==> src/pfs_defines.svh <==
// Constants for the second modulator's fault source selection block.
`ifndef PFS_DEFINES_SVH
`define PFS_DEFINES_SVH

// ============================================================
// Register byte addresses on the APB side.
`define PFS_ADDR_CLIM       32'h0013_0054
`define PFS_ADDR_FAULT      32'h0013_0058
`define PFS_ADDR_IRQ_STATUS 32'h0013_0100
`define PFS_ADDR_IRQ_CLEAR  32'h0013_0104
`define PFS_ADDR_IRQ_ENABLE 32'h0013_0108
`define PFS_ADDR_LIVE       32'h0013_010C

// ============================================================
// Register widths and reset values.
`define PFS_CLIM_W          16
`define PFS_FAULT_W         15
`define PFS_CLIM_RESET      16'h0000
`define PFS_FAULT_RESET     15'h0000

// ============================================================
// Field positions inside the source select registers.
`define PFS_PCM_BIT         15
`define PFS_DCOMP_HI        14
`define PFS_DCOMP_LO        11
`define PFS_EXT_HI          10
`define PFS_EXT_LO          7
`define PFS_ACOMP_HI        6
`define PFS_ACOMP_LO        0

// ============================================================
// Interrupt event layout.
`define PFS_EVT_W           2
`define PFS_EVT_CLIM        0
`define PFS_EVT_FAULT       1
`define PFS_EVT_RESET       2'h0

`endif

==> src/pfs_pkg.sv <==
// Types shared by the fault source selection modules.
`include "pfs_defines.svh"

package pfs_pkg;

   // ============================================================
   // Protection sources, packed in the same order as the select bits.
   typedef struct packed {
      logic       analogPeak;
      logic [3:0] digitalComparator;
      logic [3:0] externalFault;
      logic [6:0] analogComparator;
   } pfs_sources_t;

   // ============================================================
   // State of the register bank and its APB slave.
   typedef struct packed {
      logic [`PFS_CLIM_W-1:0]  climReg;
      logic [`PFS_FAULT_W-1:0] faultReg;
      logic                    preadyReg;
      logic                    pslverrReg;
      logic [31:0]             prdataReg;
   } pfs_regs_state_t;

   // State of one source gate.
   typedef struct packed {
      logic trigReg;
      logic eventReg;
   } pfs_gate_state_t;

   // State of the interrupt controller.
   typedef struct packed {
      logic [`PFS_EVT_W-1:0] statusReg;
      logic [`PFS_EVT_W-1:0] enableReg;
      logic                  irqReg;
   } pfs_irq_state_t;

endpackage : pfs_pkg

==> src/pfs_fault_select.sv <==
// Source select register bank for the second modulator's protection paths.
`include "pfs_defines.svh"

module pfs_fault_select (
   // Clock and reset.
   input  logic                 clk_sys,
   input  logic                 rst_b,
   // APB slave.
   input  logic                 psel,
   input  logic                 penable,
   input  logic                 pwrite,
   input  logic [31:0]          paddr,
   input  logic [31:0]          pwdata,
   input  logic [3:0]           pstrb,
   output logic                 pready,
   output logic [31:0]          prdata,
   output logic                 pslverr,
   // Protection sources.
   input  pfs_pkg::pfs_sources_t sources,
   // Combined results to the modulator.
   output logic                 currentLimitTrigger,
   output logic                 faultAbTrigger,
   // Interrupt.
   output logic                 irq
);

   // ============================================================
   // Helper functions.

   // Address compare, shared by the write and read decoders.
   function automatic logic is_addr(input logic [31:0] addr, input logic [31:0] target);
      is_addr = (addr == target);
   endfunction : is_addr

   // True for every address that this bank answers.
   function automatic logic addr_mapped(input logic [31:0] addr);
      addr_mapped = is_addr(addr, `PFS_ADDR_CLIM)       |
                    is_addr(addr, `PFS_ADDR_FAULT)      |
                    is_addr(addr, `PFS_ADDR_IRQ_STATUS) |
                    is_addr(addr, `PFS_ADDR_IRQ_CLEAR)  |
                    is_addr(addr, `PFS_ADDR_IRQ_ENABLE) |
                    is_addr(addr, `PFS_ADDR_LIVE);
   endfunction : addr_mapped

   // Byte lane merge: only lanes with a strobe take the new write data.
   function automatic logic [31:0] merge_lanes(input logic [31:0] oldWord,
                                               input logic [31:0] newWord,
                                               input logic [3:0]  strb);
      logic [31:0] merged;
      merged = oldWord;
      for (int i = 0; i < 4; i++) begin
         if (strb[i]) begin
            merged[i*8 +: 8] = newWord[i*8 +: 8];
         end
      end
      merge_lanes = merged;
   endfunction : merge_lanes

   // ============================================================
   // State and internal signals.
   pfs_pkg::pfs_regs_state_t stReg;
   pfs_pkg::pfs_regs_state_t stNext;

   logic                        setupPhase;
   logic                        accessDone;
   logic                        writeDone;
   logic [31:0]                 climMerged;
   logic [31:0]                 faultMerged;
   logic [31:0]                 readWord;
   logic [`PFS_CLIM_W-1:0]      sourceVec;
   logic                        climEvent;
   logic                        faultEvent;
   logic [`PFS_EVT_W-1:0]       eventVec;
   logic [`PFS_EVT_W-1:0]       irqStatus;
   logic [`PFS_EVT_W-1:0]       irqEnable;
   logic                        irqEnableWrite;
   logic                        irqClearWrite;
   logic                        climHit;
   logic                        faultHit;

   // ============================================================
   // Bus phase decode.

   // The slave answers in the first access cycle, since pready is set during setup.
   assign setupPhase = psel & ~penable;
   assign accessDone = psel & penable & stReg.preadyReg;
   assign writeDone  = accessDone & pwrite;

   // Sources are packed in select bit order, so one AND serves both gates.
   assign sourceVec  = sources;

   // Merge write data into the current value of each select register.
   assign climMerged  = merge_lanes({16'h0000, stReg.climReg}, pwdata, pstrb);
   assign faultMerged = merge_lanes({17'h0_0000, stReg.faultReg}, pwdata, pstrb);

   // Interrupt register strobes fire on the completing edge of a write.
   assign irqEnableWrite = writeDone & pstrb[0] & is_addr(paddr, `PFS_ADDR_IRQ_ENABLE);
   assign irqClearWrite  = writeDone & pstrb[0] & is_addr(paddr, `PFS_ADDR_IRQ_CLEAR);

   // Each rising trigger becomes one sticky interrupt event.
   assign eventVec[`PFS_EVT_CLIM]  = climEvent;
   assign eventVec[`PFS_EVT_FAULT] = faultEvent;

   // Unselected and reserved bits read as zero; the clear register reads zero.
   always_comb begin
      readWord = 32'h0000_0000;
      if (is_addr(paddr, `PFS_ADDR_CLIM)) begin
         readWord[`PFS_CLIM_W-1:0] = stReg.climReg;
      end else if (is_addr(paddr, `PFS_ADDR_FAULT)) begin
         readWord[`PFS_FAULT_W-1:0] = stReg.faultReg;
      end else if (is_addr(paddr, `PFS_ADDR_IRQ_STATUS)) begin
         readWord[`PFS_EVT_W-1:0] = irqStatus;
      end else if (is_addr(paddr, `PFS_ADDR_IRQ_ENABLE)) begin
         readWord[`PFS_EVT_W-1:0] = irqEnable;
      end else if (is_addr(paddr, `PFS_ADDR_LIVE)) begin
         readWord[`PFS_EVT_CLIM]  = currentLimitTrigger;
         readWord[`PFS_EVT_FAULT] = faultAbTrigger;
      end
   end

   // ============================================================
   // Register bank next state.

   // Read data is captured at setup, so a status change during the access is
   // seen on the next read; this keeps prdata straight from a flip-flop.
   always_comb begin
      stNext            = stReg;
      stNext.preadyReg  = 1'b0;
      stNext.pslverrReg = 1'b0;
      stNext.prdataReg  = 32'h0000_0000;
      if (setupPhase) begin
         stNext.preadyReg  = 1'b1;
         stNext.pslverrReg = ~addr_mapped(paddr);
         stNext.prdataReg  = pwrite ? 32'h0000_0000 : readWord;
      end
      if (writeDone && is_addr(paddr, `PFS_ADDR_CLIM)) begin
         stNext.climReg = climMerged[`PFS_CLIM_W-1:0];
      end
      if (writeDone && is_addr(paddr, `PFS_ADDR_FAULT)) begin
         // Bit 15 of the write data falls outside the register and is dropped.
         stNext.faultReg = faultMerged[`PFS_FAULT_W-1:0];
      end
   end

   // All select bits clear at reset, so no source reaches either function.
   always_ff @(posedge clk_sys or negedge rst_b) begin
      if (!rst_b) begin
         stReg.climReg    <= `PFS_CLIM_RESET;
         stReg.faultReg   <= `PFS_FAULT_RESET;
         stReg.preadyReg  <= 1'b0;
         stReg.pslverrReg <= 1'b0;
         stReg.prdataReg  <= 32'h0000_0000;
      end else begin
         stReg <= stNext;
      end
   end

   assign pready  = stReg.preadyReg;
   assign pslverr = stReg.pslverrReg;
   assign prdata  = stReg.prdataReg;

   // ============================================================
   // Source gating for current limit and Fault AB detection.

   // Current limit takes all sixteen sources, peak current detector included.
   pfs_source_gate #(
      .WIDTH       (`PFS_CLIM_W)
   ) u_clim_gate (
      .clk_sys     (clk_sys),
      .rst_b       (rst_b),
      .sources     (sourceVec),
      .selects     (stReg.climReg),
      .trigger     (currentLimitTrigger),
      .risingEvent (climEvent)
   );

   // Fault AB has no peak current input; the top source bit is left out.
   pfs_source_gate #(
      .WIDTH       (`PFS_FAULT_W)
   ) u_fault_gate (
      .clk_sys     (clk_sys),
      .rst_b       (rst_b),
      .sources     (sourceVec[`PFS_FAULT_W-1:0]),
      .selects     (stReg.faultReg),
      .trigger     (faultAbTrigger),
      .risingEvent (faultEvent)
   );

   // ============================================================
   // Interrupt controller.
   pfs_irq_ctrl #(
      .N           (`PFS_EVT_W)
   ) u_irq (
      .clk_sys     (clk_sys),
      .rst_b       (rst_b),
      .events      (eventVec),
      .enableWrite (irqEnableWrite),
      .clearWrite  (irqClearWrite),
      .writeData   (pwdata[`PFS_EVT_W-1:0]),
      .status      (irqStatus),
      .enable      (irqEnable),
      .irq         (irq)
   );

   // Helper terms: whether any selected source is active this cycle.
   assign climHit  = |(sourceVec & stReg.climReg);
   assign faultHit = |(sourceVec[`PFS_FAULT_W-1:0] & stReg.faultReg);
endmodule : pfs_fault_select

==> src/pfs_source_gate.sv <==
// Gates a vector of protection sources by select bits into one trigger.
`include "pfs_defines.svh"

module pfs_source_gate #(
   parameter int WIDTH = `PFS_CLIM_W
) (
   input  logic             clk_sys,
   input  logic             rst_b,
   input  logic [WIDTH-1:0] sources,
   input  logic [WIDTH-1:0] selects,
   output logic             trigger,
   output logic             risingEvent
);

   pfs_pkg::pfs_gate_state_t stReg;
   pfs_pkg::pfs_gate_state_t stNext;
   logic                     anyHit;

   // ============================================================
   // Trigger is the OR of every selected source; a rising trigger is an event.
   always_comb begin
      anyHit            = |(sources & selects);
      stNext            = stReg;
      stNext.trigReg    = anyHit;
      stNext.eventReg   = anyHit & ~stReg.trigReg;
   end

   // Registering the trigger costs one cycle but gives a glitch-free output.
   always_ff @(posedge clk_sys or negedge rst_b) begin
      if (!rst_b) begin
         stReg <= '0;
      end else begin
         stReg <= stNext;
      end
   end

   assign trigger     = stReg.trigReg;
   assign risingEvent = stReg.eventReg;

endmodule : pfs_source_gate

==> src/pfs_irq_ctrl.sv <==
// Sticky event status, enable mask and level interrupt output.
`include "pfs_defines.svh"

module pfs_irq_ctrl #(
   parameter int N = `PFS_EVT_W
) (
   input  logic         clk_sys,
   input  logic         rst_b,
   input  logic [N-1:0] events,
   input  logic         enableWrite,
   input  logic         clearWrite,
   input  logic [N-1:0] writeData,
   output logic [N-1:0] status,
   output logic [N-1:0] enable,
   output logic         irq
);

   pfs_pkg::pfs_irq_state_t stReg;
   pfs_pkg::pfs_irq_state_t stNext;
   logic [N-1:0]            clearMask;

   // ============================================================
   // An event in the clearing cycle survives: the set is ORed in after the clear.
   always_comb begin
      stNext           = stReg;
      clearMask        = clearWrite ? writeData : '0;
      stNext.statusReg = (stReg.statusReg & ~clearMask) | events;
      if (enableWrite) begin
         stNext.enableReg = writeData;
      end
      stNext.irqReg    = |(stNext.statusReg & stNext.enableReg);
   end

   // Irq is computed from next state so it tracks status without extra lag.
   always_ff @(posedge clk_sys or negedge rst_b) begin
      if (!rst_b) begin
         stReg <= '0;
      end else begin
         stReg <= stNext;
      end
   end

   assign status = stReg.statusReg;
   assign enable = stReg.enableReg;
   assign irq    = stReg.irqReg;

endmodule : pfs_irq_ctrl

==> config.mk <==
export PLATFORM = sky130hd
export DESIGN_NAME = pfs_fault_select
export DESIGN_NICKNAME = d
export VERILOG_FILES = /design/src/pfs_pkg.sv /design/src/pfs_fault_select.sv /design/src/pfs_source_gate.sv /design/src/pfs_irq_ctrl.sv
export VERILOG_INCLUDE_DIRS = /design/src /design/src/src
export SDC_FILE = /design/constraint.sdc
export NUM_CORES = 1
export LEC_CHECK = 0
export ABC_AREA = 1
export CAP_MARGIN = 25
export CORE_ASPECT_RATIO = 1.75
export CORE_MARGIN = 5
export CORE_UTILIZATION = 45
export DETAILED_ROUTE_END_ITERATION = 10
export DONT_BUFFER_PORTS = 1
export GPL_TIMING_DRIVEN = 1
export PLACE_DENSITY = 0.71
export SLEW_MARGIN = 20
export SYNTH_ARGS = -nofsm -noshare
export SYNTH_HDL_FRONTEND = slang
export SYNTH_SLANG_ARGS = --single-unit
==> constraint.sdc <==
create_clock -name clk_sys -period 2.6 [get_ports clk_sys]
set_input_delay 0 -clock clk_sys [delete_from_list [all_inputs] [get_ports clk_sys]]
set_output_delay 0 -clock clk_sys [all_outputs]
set_load 0.1 [all_outputs]
After elaboration in Yosys (flattened, before gate mapping). Cells that the tools add are included.

Eq/ne operators: 6. Muxes and demuxes: 11. Bitwise gates (word level): 24. Reductions and logical operators: 9.

Operators by type and width (number): equality test 32 x 21 -> 1 bit, second input constant (6); 2-to-1 mux 34 bit (1); AND 16 bit (1); 2-to-1 mux 16 bit (1); OR reduction 16 bit (1); AND 15 bit (1); 2-to-1 mux 15 bit (1); OR reduction 15 bit (1); 2-to-1 mux 13 bit (1); 2-to-1 mux 2 bit (6); AND 1 bit (9); AND reduction 2 bit (4); OR 1 bit (5); AND 2 bit (2); NOT 1 bit (4); logical AND 1 bit (2); NOT 2 bit (1); OR 2 bit (1); OR reduction 2 bit (1); 2-to-1 mux 1 bit (1).

Bits in registers: 74. Output and inout port bits: 37. Word-level logic and storage cells: 64.

Depth between registers and ports, before layout.
Word-level depth: 11. Mapped depth: 12. Depth with buffers taken out: 12.

Modules after synthesis. Synthesis repeated with hierarchy kept, for this count alone.

Cells, all modules: 413. Area, all modules: 3390.8 sq um.

Modules (own cells, without submodules): pfs_fault_select (times used 1, cells an instance 321, area each 2844.0 sq um, seq. area each 1226.2 sq um); pfs_irq_ctrl (times used 1, cells an instance 23, area each 197.7 sq um, seq. area each 125.1 sq um); pfs_source_gate (u_clim_gate) (times used 1, cells an instance 35, area each 176.4 sq um, seq. area each 50.0 sq um); pfs_source_gate (u_fault_gate) (times used 1, cells an instance 34, area each 172.7 sq um, seq. area each 50.0 sq um).

Worst setup path before layout. Ideal clock, no wire load.

Kind: register to register. Start: register stReg (netlist bit pready). End: register stReg[40] in the netlist's numbering. Setup time: 0.121 ns. Data arrival time: 1.964 ns. Data required time: 2.479 ns. Slack: 0.515 ns. Cell stages (with the launch flop): 7. Path buffers: 1. Period minus slack after synthesis: 2.085 ns. Cells stage by stage: dfrtp_1 -> nand4_1 -> nor2_1 -> nand2_2 -> buf_2 -> nand2_1 -> o21ai_1.

Word-level cells in the longest chain between the ends: 4.

RTL lines: from (decl) (line pfs_fault_select.sv:61) `pfs_pkg::pfs_regs_state_t stReg;`; from (signal assigned) (line pfs_fault_select.sv:154) `stReg <= stNext;`; AND 1 bit (line pfs_fault_select.sv:86) `assign accessDone = psel & penable & stReg.preadyReg;`; AND 1 bit (line pfs_fault_select.sv:87) `assign writeDone = accessDone & pwrite;`; logical AND 1 bit (line pfs_fault_select.sv:139) `` if (writeDone && is_addr(paddr, `PFS_ADDR_FAULT)) begin ``; AND reduction 2 bit (no source line).

Every way passes these cells. A chain may end at the register's enable or synchronous reset.

Worst setup path in the final report.
Start: register stReg[39] in the netlist's numbering. End: register u_fault_gate.stReg (netlist bit u_fault_gate.trigger).

Word-level cells in the longest chain between the ends: 2.

RTL lines: AND 15 bit; OR reduction 15 bit; via u_fault_gate.anyHit (line pfs_source_gate.sv:17) `logic anyHit;`; to (signal assigned) (line pfs_source_gate.sv:33) `stReg <= stNext;`; to (decl) (line pfs_source_gate.sv:15) `pfs_pkg::pfs_gate_state_t stReg;`.

The timed path passes the listed nets, and every way through them passes these cells.

==> impl_results.md <==
- Fraction of layout cells with a size suffix above 1: 0.194
- Mux contribution to synthesized area: 0
- RSZ-0062 raised after global routing: no
- CP Launch Type: register
- Pwr Total: 2.13 mW
- Cell row count: 41
- First-pass GRT wire length: 12,200 um
- Worst slew pin tran: 0.902 ns
- Most frequent cell after synthesis: nand2_1
- Worst setup margin: 0.297 ns
- Initial core utilization: 0.461
- CP endpoint kind: register
- Fin util: 0.523
- Post-route setup TNS: 0 ns
- Post-synth EDFFs: 0
- Share of flip-flops with an asynchronous set or reset: 1.00
- Net Sw Frac: 0.246
- CTS root buf: clkbuf_16
- Xor and xnor area share after synthesis: 0
- DR WL met3: 676 um
- Clk slew on worst S/H paths: 0.05 ns
- Largest family of logic cells by synthesized area: simple AND/OR/NAND/NOR gates
- Post-Synth Adder-Cell Area: 0
- M1 WL: 2560 um
- Fin cells: 489
- Cell Pwr Density: 566 mW/mm2
- Worst-path cell chain: a22o_1, a211oi_1, dlygate4sd3_1, nand3_1, dlygate4sd3_1
- Avg Inst Size Synth: 8.72 um2
- Max-slew headroom: 0.399
- Global route overflow: 0
- Most frequent CP cell: dlygate4sd3_1
- Slowest cell delay on critical path: 0.61 ns
- WS Path Type: reg -> reg
- Skew-Pair Late Insertion Delay: 0.33 ns
- Cts bufs inserted: 9
- GP Congestion: 0.848
- Period utilization: 0.886
- Seq cells post-synth: 58
- Yosys top cell by area: dfrtp_1
- Fill cells: 659
- Status: finished, final reports clean
- Die H: 123 um
- Pins Over Slew Limit: 0
- Data arrival, critical path: 2.51 ns
- Leakage: 1.79 nW
- Number of clock sinks: 58
- Antenna Cells: 0
- Register area share after synthesis: 0.438
- Hold Crit Class: in -> reg
- Sequential share of power: 0.429
- Drt pass-1 iters: 4
- Uppermost layer routed: met4
- Simple-gate area share of the yosys netlist: 0.267
- Area of the mapped netlist: 0.00331 mm2
- Vias in the first global route: 2,573
- Placed inst area: 0.00318 mm2
- Avg WL per Cell: 15.9 um
- DPL Wire Length: 5850 um
- DR vias: 2,494
- Top_reg_cell synth: dfrtp_1
- Finish-stage setup viols: 0
- Core Region: 0.00718 mm2
- Crit-path slowest cell: dlygate4sd3_1
- Clock Path Buffers: 2
- Nets: 489
- Synth top cells by count: nand2_1 (89), dfrtp_1 (58), inv_1 (37), buf_4 (33), nor2_1 (31)
- IO Port Bufs: 0
- Post-route ant nets: 0
- Max_cap viols: 0
- Dpl ws: 0.927 ns
- DRT iter0 DRCs: 152
- DRC Markers: 0
- Initial antenna violation count: 0
- Largest net degree at the start of global routing: 59
- Max frequency: 434 MHz
- Die ar.: 0.00924 mm2
- CP required: 2.81 ns
- Cell Int Power: 1.60 mW
- NetSw: 524 uW
- Area growth, synth to finish: 13.4%
- Hold Vio Cnt, Final: 0
- Worst-path maximum fanout: 3
- Top cells by area, synth: dfrtp_1 (44%), nand2_1 (10%), buf_4 (7.5%), o21ai_2 (5.8%), inv_1 (4.2%)
- H-tree depth: 3
- Post-synthesis compound-gate area fraction: 0.151
- Routed length on met2: 4250 um
- Gate power share: 0.095
- Clock power frac: 0.476
- WL final: 7790 um
- Synth warnings: 0
- Area share of the largest cell type after synthesis: 0.438
- Io pins: 126
- Worst hold slack: 0.0223 ns
- Placed Cells: 444
- Overall routing resource usage: 0.181
- Cell area after layout: 0.00376 mm2
- Worst vdd ir: 0.409 mV
- Vias per cell: 5.10
- Clock skew: 0.00447 ns
- Distinct cell type count after synthesis: 34
- Post-CTS setup buffer count: 0
- CTS tree: built
- Chip Width: 74.9 um
- Reg2reg setup slack: 0.30 ns
- Final Critical Period: 2.30 ns
- Mapped Cells: 380
## layout make-up
type	instances	area [um2]	share of cell area
sequential	58	1450	0.386
multi-input combinational	258	1440	0.384
inverter	38	143	0.0380
timing repair buffer	35	358	0.0952
tap	86	108	0.0286
clock buffer	14	254	0.0676
## layer usage
| layer | global-route usage | vias to the layer above |
|---|---|---|
| li1 | - | 1219 |
| met1 | 0.183 | 1151 |
| met2 | 0.317 | 104 |
| met3 | 0.0439 | 20 |
| met4 | 0.119 | 0 |
| met5 | 0 | - |
## registers in the layout, summed over array words and instances, names as in the netlist
name                      cells
u_irq.enable                  2
u_fault_gate.risingEvent      1
u_clim_gate.trigger           1
prdata                       16
u_irq.status                  2
stReg                        31
pready                        1
u_fault_gate.trigger          1
u_clim_gate.risingEvent       1
u_irq.irq                     1
pslverr                       1
## cells in the final DEF, fill, tap and decap left out
master          n
nand2_1        89
dfrtp_1        58
inv_1          37
nor2_1         31
dlygate4sd3_1  30
o21ai_2        22
nand3_1        19
conb_1         16
nand3_2        10
a21oi_2        10
clkbuf_16       9
a21oi_1         8
o21ai_1         8
a22o_1          7
nor2_2          5
nand2_2         5
nand2_4         4
nand4_1         4
clkbuf_1        4
buf_4           4
nor2_4          3
nor3_1          3
a21boi_0        2
o21ai_0         2
a221oi_1        2
a31oi_1         2
a211oi_1        2
nand3b_4        1
nor3_4          1
nor2_8          1
inv_2           1
o221ai_1        1
clkbuf_8        1
buf_16          1
## path summary, 6_finish.rpt
kind,cells after the start,to,start
worst max-delay path,5,u_fault_gate.trigger,stReg[39]
worst min-delay path,3,u_clim_gate.risingEvent,sources[3]
worst max register to register,5,u_fault_gate.trigger,stReg[39]
worst min register to register,2,u_irq.status[0],u_clim_gate.risingEvent
max in group asynchronous,2,stReg[47],rst_b
min in group asynchronous,2,stReg[39],rst_b
## power groups by stage
stage / clock network [mW] / registers [mW] / logic, mW
after floorplan: 0 / 0.933 / 0.154
after global placement: 0 / 0.928 / 0.148
after detailed placement: 0 / 0.928 / 0.149
after CTS: 1.04 / 0.913 / 0.202
after global routing: 1.07 / 0.912 / 0.215
final: 1.01 / 0.914 / 0.201
## logic make-up after synthesis
kind of cell | count (synthesis)
flops | 58
compound gates | 66
other cells | 1
buf+inv | 79
simple gates | 176
## critical path: cells and delay by family, from the launching register on
kind	cells	cell delay, ns
AO/OA/AOI/OAI	2	0.56
AND/OR/NAND/NOR	1	0.06
buffers and inverters	2	1.18
flip-flops	1	0.40
## timing repair
action,in CTS,in global routing
hold buffers,31,0
gates resized for setup,0,0
setup endpoints to repair,0,0
endpoints found under the hold margin,102,0
No activity file was read; power rests on OpenSTA's default activity.
